**config.mk**
```make
export PLATFORM = sky130hd
export DESIGN_NAME = csic_core_regs
export DESIGN_NICKNAME = d
export VERILOG_FILES = /design/src/csic_pkg.sv /design/src/csic_core_regs.sv /design/src/csic_flag_logic.sv
export VERILOG_INCLUDE_DIRS = /design/src
export SDC_FILE = /design/constraint.sdc
export NUM_CORES = 1
export LEC_CHECK = 0
export BUFFER_PORTS_ARGS = -buffer_cell sky130_fd_sc_hd__buf_2
export CAP_MARGIN = 20
export CORE_MARGIN = 2
export CORE_UTILIZATION = 40
export CTS_BUF_LIST = sky130_fd_sc_hd__clkbuf_8
export DETAILED_ROUTE_END_ITERATION = 8
export GPL_ROUTABILITY_DRIVEN = 0
export PLACE_DENSITY = 0.67
export SKIP_LAST_GASP = 1
export SYNTH_ARGS = -nofsm -noshare
export SYNTH_HDL_FRONTEND = slang
export SYNTH_SLANG_ARGS = --single-unit
```
**constraint.sdc**
```tcl
create_clock -name clk_i -period 6.7 [get_ports clk_i]
set_input_delay 0.335 -clock clk_i [delete_from_list [all_inputs] [get_ports clk_i]]
set_output_delay 0.335 -clock clk_i [all_outputs]
set_load 0.05 [all_outputs]
```
**src/csic_cfg.svh**
```systemverilog
// Purpose: Offsets, field positions and reset values for the core status
//          and interrupt control block.
// Assumes: Eight-bit data memory addresses with bank bit in address bit 7.
// Notes:   Definitions only.
`ifndef CSIC_CFG_SVH
`define CSIC_CFG_SVH
`define CSIC_ADDR_W 8
`define CSIC_OFS_INDIRECT 7'h00
`define CSIC_OFS_STATUS 7'h03
`define CSIC_OFS_FSEL 7'h04
`define CSIC_OFS_INTCTL 7'h0b
`define CSIC_BIT_IRP 7
`define CSIC_BIT_RPH 6
`define CSIC_BIT_RPL 5
`define CSIC_BIT_TO 4
`define CSIC_BIT_PD 3
`define CSIC_BIT_Z 2
`define CSIC_BIT_DC 1
`define CSIC_BIT_C 0
`define CSIC_BIT_GIE 7
`define CSIC_BIT_PERIPHERAL_IRQ_ENABLE 6
`define CSIC_BIT_TIMER_OVERFLOW_ENABLE 5
`define CSIC_BIT_EXIE 4
`define CSIC_BIT_PORT_CHANGE_ENABLE 3
`define CSIC_BIT_TIMER_OVERFLOW_FLAG 2
`define CSIC_BIT_EXIF 1
`define CSIC_BIT_PORT_CHANGE_FLAG 0
`define CSIC_STATUS_RST 8'h18
`define CSIC_INTCTL_RST 8'h00
`define CSIC_FSEL_RST 8'h00
`endif

```
**src/csic_pkg.sv**
```systemverilog
// Purpose: Types shared by the core status and interrupt control block.
// Assumes: Nothing beyond the config header.
// Notes:   Holds the flag update class of the executing instruction.
package csic_pkg;
  // Which arithmetic flags the executing instruction updates.
  typedef enum logic [1:0] {
    CSIC_FL_NONE,
    CSIC_FL_Z,
    CSIC_FL_ZDCC,
    CSIC_FL_C
  } csic_flupd_e;
endpackage
```
**src/csic_core_regs.sv**
```systemverilog
// Contract
// - Status register is any instruction's destination.
// - Flag-updating writes replace zero, dc, carry.
// - Time-out and power-down flags are read-only.
// - Clear-file zeroes top three, sets zero.
// - Subtract carry flags mean no borrow.
// - Digit carry reflects carry out of nibble.
// - Status decoded at 03h and 83h.
// - Unimplemented locations read as zero.
// - Indirect location redirects through the pointer.
// - Interrupt control register fully read/write.
// - Flags set regardless of enables.
// - Timer rollover sets its flag.
// - Upper port pin change sets its flag.
// - External enable gates the pin interrupt.
//
// Purpose: Status, file select pointer and interrupt control registers
//          on the core's file register port.
// Assumes: One register access per clock; write is a one-cycle strobe.
// Notes:   Other file locations are decoded elsewhere; this block
//          answers zero and flags the hit as not its own.
`timescale 1ns/1ps
`include "csic_cfg.svh"
module csic_core_regs
  import csic_pkg::*;
(
  input wire logic clk_i,            // Instruction clock.
  input wire logic rst_n_i,          // Synchronous reset, active low.
  input wire logic [7:0] addr_i,     // Direct file address; bit 7 unused, bank comes from status.
  input wire logic wr_i,             // Write the result to the file.
  input wire logic clr_file_i,       // Write is the clear-file instruction.
  input wire csic_flupd_e flupd_i,   // Flags the instruction updates.
  input wire logic arith_i,          // Operation is an add or subtract.
  input wire logic sub_i,            // Operation is a subtract.
  input wire logic [7:0] opa_i,      // File operand.
  input wire logic [7:0] opb_i,      // Working register operand.
  input wire logic [7:0] logic_res_i, // Result of other operations.
  input wire logic c_in_i,           // Carry from a rotate when flupd C.
  input wire logic por_i,            // Power-up reset event pulse.
  input wire logic wdt_clr_i,        // Watchdog clear instruction pulse.
  input wire logic sleep_i,          // Sleep instruction pulse.
  input wire logic wdt_to_i,         // Watchdog time-out pulse.
  input wire logic tmr_ovf_i,        // Timer rolled over pulse.
  input wire logic ext_irq_i,        // External pin interrupt edge pulse.
  input wire logic [3:0] port_hi_i,  // Upper four port pins.
  input wire logic periph_irq_i,     // Enabled peripheral request.
  output logic [7:0] rdata_o,        // File read data.
  output logic hit_o,                // Address belongs to this block.
  output logic [7:0] eff_addr_o,     // Resolved full data address.
  output logic [7:0] result_o,       // Operation result for the core.
  output logic bank_sel_o,           // Selected data memory bank.
  output logic irq_o                 // Interrupt request to the core.
);
  typedef struct packed {
    logic [7:0] status;
    logic [7:0] fsel;
    logic [7:0] intctl;
    logic [3:0] port_last;
  } csic_state_s;

  csic_state_s st_reg;
  csic_state_s st_next;
  logic [7:0] eff;
  logic [7:0] res;
  logic z_f;
  logic dc_f;
  logic c_f;
  logic wr_status;
  logic wr_fsel;
  logic wr_intctl;
  logic pin_change;

  // Decode ignores the bank bit so shared registers mirror in both banks.
  function automatic logic is_reg(input logic [7:0] a,
                                  input logic [6:0] ofs);
    is_reg = (a[6:0] == ofs);
  endfunction

  csic_flag_logic u_flags (
    .a_i(opa_i),
    .b_i(opb_i),
    .sub_i(sub_i),
    .arith_i(arith_i),
    .logic_i(logic_res_i),
    .res_o(res),
    .z_o(z_f),
    .dc_o(dc_f),
    .c_o(c_f)
  );

  // The indirect location has no storage; the pointer supplies the
  // address instead.
  always_comb begin
    eff = is_reg(addr_i, `CSIC_OFS_INDIRECT) ? st_reg.fsel :
          {st_reg.status[`CSIC_BIT_RPL], addr_i[6:0]};
  end

  // Write decode follows the resolved address, so indirect writes reach
  // the status register too.
  always_comb begin
    wr_status = wr_i && is_reg(eff, `CSIC_OFS_STATUS);
    wr_fsel = wr_i && is_reg(eff, `CSIC_OFS_FSEL);
    wr_intctl = wr_i && is_reg(eff, `CSIC_OFS_INTCTL);
    pin_change = (port_hi_i != st_reg.port_last);
  end

  // All register updates.  Hardware events are applied after software
  // writes so a set in the same cycle as a clear is not lost.
  always_comb begin
    st_next = st_reg;
    st_next.port_last = port_hi_i;
    if (wr_status) begin
      st_next.status[7:5] = res[7:5];
      if (flupd_i == CSIC_FL_NONE) begin
        st_next.status[2:0] = res[2:0];
      end
      if (clr_file_i) begin
        st_next.status[7:5] = 3'h0;
      end
    end
    // Flag logic wins over data for the three arithmetic bits.
    case (flupd_i)
      CSIC_FL_Z: st_next.status[`CSIC_BIT_Z] = z_f;
      CSIC_FL_ZDCC: begin
        st_next.status[`CSIC_BIT_Z] = z_f;
        st_next.status[`CSIC_BIT_DC] = dc_f;
        st_next.status[`CSIC_BIT_C] = c_f;
      end
      CSIC_FL_C: st_next.status[`CSIC_BIT_C] = c_in_i;
      default: ;
    endcase
    // Time-out and power-down change only on reset-cause events.
    if (wdt_clr_i) begin
      st_next.status[`CSIC_BIT_TO] = 1'b1;
      st_next.status[`CSIC_BIT_PD] = 1'b1;
    end else if (sleep_i) begin
      st_next.status[`CSIC_BIT_TO] = 1'b1;
      st_next.status[`CSIC_BIT_PD] = 1'b0;
    end
    if (wdt_to_i) begin
      st_next.status[`CSIC_BIT_TO] = 1'b0;
    end
    if (por_i) begin
      st_next.status[`CSIC_BIT_TO] = 1'b1;
      st_next.status[`CSIC_BIT_PD] = 1'b1;
    end
    if (wr_fsel) begin
      st_next.fsel = res;
    end
    if (wr_intctl) begin
      st_next.intctl = res;
    end
    if (tmr_ovf_i) begin
      st_next.intctl[`CSIC_BIT_TIMER_OVERFLOW_FLAG] = 1'b1;
    end
    if (ext_irq_i) begin
      st_next.intctl[`CSIC_BIT_EXIF] = 1'b1;
    end
    if (pin_change) begin
      st_next.intctl[`CSIC_BIT_PORT_CHANGE_FLAG] = 1'b1;
    end
  end

  // Single register stage for all state.
  always_ff @(posedge clk_i) begin
    if (!rst_n_i) begin
      st_reg.status <= `CSIC_STATUS_RST;
      st_reg.fsel <= `CSIC_FSEL_RST;
      st_reg.intctl <= `CSIC_INTCTL_RST;
      st_reg.port_last <= 4'h0;
    end else begin
      st_reg <= st_next;
    end
  end

  // Read path; anything unmapped here returns zero.
  always_comb begin
    rdata_o = 8'h00;
    hit_o = 1'b0;
    if (is_reg(eff, `CSIC_OFS_STATUS)) begin
      rdata_o = st_reg.status;
      hit_o = 1'b1;
    end else if (is_reg(eff, `CSIC_OFS_FSEL)) begin
      rdata_o = st_reg.fsel;
      hit_o = 1'b1;
    end else if (is_reg(eff, `CSIC_OFS_INTCTL)) begin
      rdata_o = st_reg.intctl;
      hit_o = 1'b1;
    end else if (is_reg(eff, `CSIC_OFS_INDIRECT)) begin
      hit_o = 1'b1; // Pointer aimed at itself reads zero.
    end
  end

  // Request gating by per-source, peripheral and global enables.
  always_comb begin
    eff_addr_o = eff;
    result_o = res;
    bank_sel_o = st_reg.status[`CSIC_BIT_RPL];
    irq_o = st_reg.intctl[`CSIC_BIT_GIE] && (
      (st_reg.intctl[`CSIC_BIT_TIMER_OVERFLOW_ENABLE] && st_reg.intctl[`CSIC_BIT_TIMER_OVERFLOW_FLAG]) ||
      (st_reg.intctl[`CSIC_BIT_EXIE] &&
       st_reg.intctl[`CSIC_BIT_EXIF]) ||
      (st_reg.intctl[`CSIC_BIT_PORT_CHANGE_ENABLE] && st_reg.intctl[`CSIC_BIT_PORT_CHANGE_FLAG]) ||
      (st_reg.intctl[`CSIC_BIT_PERIPHERAL_IRQ_ENABLE] && periph_irq_i));
  end

  property p_ro_flags;
    @(posedge clk_i) disable iff (!rst_n_i)
      (!por_i && !wdt_clr_i && !sleep_i && !wdt_to_i) |=>
      $stable(st_reg.status[4:3]);
  endproperty
  a_ro_flags: assert property (p_ro_flags)
    else $error("Time-out or power-down changed without event.");

  property p_clear_file_instr;
    @(posedge clk_i) disable iff (!rst_n_i)
      (wr_status && clr_file_i && flupd_i == CSIC_FL_Z && !por_i) |=>
      (st_reg.status[7:5] == 3'h0 && st_reg.status[2] == 1'b1);
  endproperty
  a_clear_file_instr: assert property (p_clear_file_instr)
    else $error("Clear-file of status gave wrong value.");

  property p_tmr_flag;
    @(posedge clk_i) disable iff (!rst_n_i)
      tmr_ovf_i |=> st_reg.intctl[`CSIC_BIT_TIMER_OVERFLOW_FLAG];
  endproperty
  a_tmr_flag: assert property (p_tmr_flag)
    else $error("Timer overflow flag not set.");

  property p_irq_gate;
    @(posedge clk_i) disable iff (!rst_n_i)
      !st_reg.intctl[`CSIC_BIT_GIE] |-> !irq_o;
  endproperty
  a_irq_gate: assert property (p_irq_gate)
    else $error("Interrupt raised with global enable clear.");

  // Update checks compare with values sampled one edge earlier, so an
  // attempt that starts inside reset is simply disabled.
  property p_flag_block;
    @(posedge clk_i) disable iff (!rst_n_i)
      (flupd_i == CSIC_FL_ZDCC) |=>
      (st_reg.status[2:0] == {$past(z_f), $past(dc_f), $past(c_f)});
  endproperty
  a_flag_block: assert property (p_flag_block)
    else $error("Arithmetic flags did not follow the flag logic.");

  property p_plain_write;
    @(posedge clk_i) disable iff (!rst_n_i)
      (wr_status && flupd_i == CSIC_FL_NONE && !clr_file_i) |=>
      (st_reg.status[7:5] == $past(res[7:5]) &&
       st_reg.status[2:0] == $past(res[2:0]));
  endproperty
  a_plain_write: assert property (p_plain_write)
    else $error("Plain status write did not land.");

  property p_port_flag;
    @(posedge clk_i) disable iff (!rst_n_i)
      pin_change |=>
      st_reg.intctl[`CSIC_BIT_PORT_CHANGE_FLAG];
  endproperty
  a_port_flag: assert property (p_port_flag)
    else $error("Port change flag not set.");

  property p_ext_flag;
    @(posedge clk_i) disable iff (!rst_n_i)
      ext_irq_i |=>
      st_reg.intctl[`CSIC_BIT_EXIF];
  endproperty
  a_ext_flag: assert property (p_ext_flag)
    else $error("External interrupt flag not set.");

  property p_wdt_timeout;
    @(posedge clk_i) disable iff (!rst_n_i)
      (wdt_to_i && !por_i) |=>
      !st_reg.status[`CSIC_BIT_TO];
  endproperty
  a_wdt_timeout: assert property (p_wdt_timeout)
    else $error("Watchdog time-out left the time-out flag set.");

  property p_sleep_pd;
    @(posedge clk_i) disable iff (!rst_n_i)
      (sleep_i && !wdt_clr_i && !por_i) |=>
      !st_reg.status[`CSIC_BIT_PD];
  endproperty
  a_sleep_pd: assert property (p_sleep_pd)
    else $error("Sleep left the power-down flag set.");

  property p_periph_req;
    @(posedge clk_i) disable iff (!rst_n_i)
      (st_reg.intctl[`CSIC_BIT_GIE] && st_reg.intctl[`CSIC_BIT_PERIPHERAL_IRQ_ENABLE] &&
       periph_irq_i) |-> irq_o;
  endproperty
  a_periph_req: assert property (p_periph_req)
    else $error("Enabled peripheral request did not interrupt.");

  property p_unmapped_zero;
    @(posedge clk_i) disable iff (!rst_n_i)
      !hit_o |->
      (rdata_o == 8'h00);
  endproperty
  a_unmapped_zero: assert property (p_unmapped_zero)
    else $error("Unmapped location read as nonzero.");
endmodule

```
**src/csic_flag_logic.sv**
```systemverilog
// Purpose: Computes result and zero, digit carry and carry flags of an
//          eight-bit add or subtract, and zero of a logic result.
// Assumes: Operands arrive from the core datapath in the same cycle.
// Notes:   Subtract is an add of the two's complement.
`timescale 1ns/1ps
module csic_flag_logic (
  input wire logic [7:0] a_i,     // First operand (file register).
  input wire logic [7:0] b_i,     // Second operand (working register).
  input wire logic sub_i,         // High for a minus b.
  input wire logic arith_i,       // High when an add or subtract is done.
  input wire logic [7:0] logic_i, // Result of a non-arithmetic operation.
  output logic [7:0] res_o,       // Operation result.
  output logic z_o,               // Result is zero.
  output logic dc_o,              // Carry out of the low nibble.
  output logic c_o                // Carry out of bit 7.
);
  logic [7:0] b_eff;
  logic [4:0] lo_sum;
  logic [8:0] full_sum;

  // A borrow appears as a clear carry because subtraction adds the
  // inverted operand plus one; no extra polarity flip is needed.
  always_comb begin
    b_eff = sub_i ? ~b_i : b_i;
    lo_sum = {1'b0, a_i[3:0]} + {1'b0, b_eff[3:0]} + {4'h0, sub_i};
    full_sum = {1'b0, a_i} + {1'b0, b_eff} + {8'h00, sub_i};
    res_o = arith_i ? full_sum[7:0] : logic_i;
    dc_o = lo_sum[4];
    c_o = full_sum[8];
    z_o = (res_o == 8'h00);
  end
endmodule

```
==> metrics.yaml <==
outcome: "complete, no violations"
final_cells: 402
worst_setup_path_end_kind: "primary output"
timing.final.crit_share: 0.4284
hold_path_depth: 2
tns_ns: 0
gr-total-overflow: 0
htreeDepth: 1
power_frac_comb: 0.393
seq_area_frac_synth: 0.2559
firstDrtPassIters: 4
first_iter_violations: 106
dieHeight_microns: 78.01
wirelength_mm: 5.512
wl_per_cell_microns: 13.71
slew_headroom: 0.4499
viasPerCell: 5.259
rsz0062_at_grt: "no"
path_cells: "buf_2, mux2i_2, clkinv_2, fa_1, a211oi_1, o41ai_2, xor2_1, mux2_2, buf_2"
maxCapViolations: 0
start_kind: "primary input"
die_area_sq_um: 6085
slowest_delay_ns: 0.45
synth.distinct_cells: 58
post-dp-hpwl_mm: 4.422
ys_seq_elements: 28
cp_max_fo: 8
portBuffers: 77
cts.clk_slew.worst_paths_ns: 0.09
start_util: 0.4209
setup_viol_count_final: 0
track_usage: 0.1836
clock_latency_ns: 0.27
ys.flop_type: "dfxtp_1"
ys_warn_count: 0
required_ns: 6.36
drv_slew: 0
async_flop_share: 0
final_layout_size_suffix_gt1_frac: 0.3072
fp.coreArea_sq_um: 5205
post-route-min-period_ns: 2.870
fill_cells: 545
final_area_sq_um: 2670
hold_viol_final: 0
synth-edff-count: 0
antenna_found_initial: 0
max-vdd-ir-drop_mv: 0.1058
grt_pass1_vias: 1964
syn_inst: 261
largest_reg_flops: 27
nets: 398
drtAntennaViolNets: 0
rows: 26
crit_family: "multiplexers"
dp.cells: 398
p_leak_nw: 1.226
synth_area_per_cell_sq_um: 8.394
finClkSkew_ns: 0.003353
r2r.worst_path.cells: 6
worst_ep_arrival_time_ns: 2.53
grt_pass1_wl_mm: 9.121
critPathSlowestCell: "fa_1"
post_cts_buffers: 0
switching_share: 0.3752
clock_sinks: 28
cp_num_buf_inv: 3
synthesis.nets: 326
vias: 2114
setup.worst_path.class: "in -> out"
cts_buffer_depth: 2
crit_top_cell: "buf_2"
cts_tree: "built"
grt_max_degree: 23
hp-class: "in -> reg"
ff_latch_area_sq_um: 560.5
ctsHoldBuffers: 0
multi_input_comb_area_sq_um: 1501
num_io_pins: 79
tightest_slew_ns: 0.8206
die_w_microns: 78.01
syn2layout_area_growth_pct: 21.87
cts-root-buf: "clkbuf_8"
p_switching_mw: 0.1726
cp.depth: 9
cts_resized: 0
diodes: 0
power_density_nw_per_um2: 172.3
dpl_cell_area_sq_um: 2615
fmax_mhz: 348.4
pwr-share-clk: 0.229
power.internal_mw: 0.2874
cts_buffers: 3
power_frac_seq: 0.379
drc: 0
synth_area_sq_um: 2191
[per-stage QoR]
step / hold slack (ns) / power [mW] / setup slack, ns / utilization
2_1_floorplan: 0.4315 / 0.3073 / 3.758 / -
3_3_place_gp: 0.4424 / 0.3569 / 3.849 / 0.5024
3_5_place_dp: 0.4497 / 0.3589 / 3.844 / 0.5024
4_1_cts: 0.2446 / 0.4648 / 3.830 / 0.5130
5_1_grt: 0.2502 / 0.4880 / 3.707 / 0.5130
6_report: 0.2506 / 0.4600 / 3.830 / 0.5130
[layout by cell type (no fill, tap or decap), types with 2 or more instances in the layout]
cell type,synthesis,layout
nor4_1,5,5
nand2_1,19,19
o221ai_1,2,2
a21oi_1,12,12
ha_1,12,12
o21ai_0,8,8
mux2i_1,21,21
dfxtp_1,28,28
a22oi_1,3,3
and3_1,2,2
o2111ai_1,3,3
o21a_1,2,2
inv_1,17,17
nor3_1,4,4
a211oi_2,2,2
and2_1,6,6
mux2_2,3,3
xnor2_1,2,2
o31ai_1,5,5
buf_2,3,77
nor2_1,23,23
nand3b_1,3,3
a21o_1,8,8
or3_1,6,6
xor2_1,12,12
nand3_1,4,4
a21boi_0,2,2
a211oi_1,7,7
nor3_2,2,2
clkbuf_8,0,4
[synth_stat cells, drive strengths merged (7+ instances only)]
master | n | area, sq um
xor2 | 12 | 105.1
ha | 12 | 150.1
dfxtp | 28 | 560.5
nor2 | 23 | 86.33
a21o | 8 | 60.06
mux2i | 22 | 224.0
o21ai | 8 | 40.04
a21oi | 13 | 68.82
nand2 | 19 | 71.32
inv | 18 | 67.56
a211oi | 9 | 77.57
and2 | 7 | 45.05
[worst reg2reg max path: cells and delay by family, from the launching register on]
| family | cells | cell delay (ns) |
|---|---|---|
| flip-flops | 1 | 0.35 |
| AND/OR/NAND/NOR | 3 | 1.21 |
| AO/OA/AOI/OAI | 2 | 0.30 |
| multiplexers | 1 | 0.26 |
[final timing paths]
kind,from,to,slack [ns]
setup / recovery,sub_i,result_o[6],3.83
hold / removal,por_i,st_reg[24],0.25
setup reg to reg,st_reg[16],st_reg[4],4.45
hold reg to reg,st_reg[26],st_reg[26],0.46
[layout make-up]
cell class | count | area share
multi-input combinational | 203 | 0.5623
tap | 70 | 0.03280
clock buffer | 4 | 0.02062
timing repair buffer | 78 | 0.1471
sequential | 28 | 0.2099
inverter | 19 | 0.02718
[per-layer routing]
metal	vias up	global-route usage	routed length [microns]
li1	1089	-	-
met1	958	0.2598	2754
met2	63	0.2957	2395
met3	4	0.03953	339
met4	0	0.02105	23
met5	-	0	0
[kinds of logic after synthesis]
| family | share of synthesized area |
|---|---|
| adder cells (fa/ha/maj) | 0.07767 |
| multiplexers | 0.1176 |
| AO/OA/AOI/OAI | 0.2256 |
| AND/OR/NAND/NOR | 0.2085 |
| buffers and inverters | 0.05882 |
| XOR/XNOR | 0.05597 |
| flip-flops | 0.2559 |
[power groups by stage]
stage	logic (mW)	registers [mW]	clock network, mW
2_1_floorplan	0.130	0.177	0
3_3_place_gp	0.179	0.178	0
3_5_place_dp	0.181	0.178	0
4_1_cts	0.182	0.174	0.109
5_1_grt	0.198	0.175	0.116
6_report	0.181	0.174	0.105
Power figures use the tool's default switching activity.
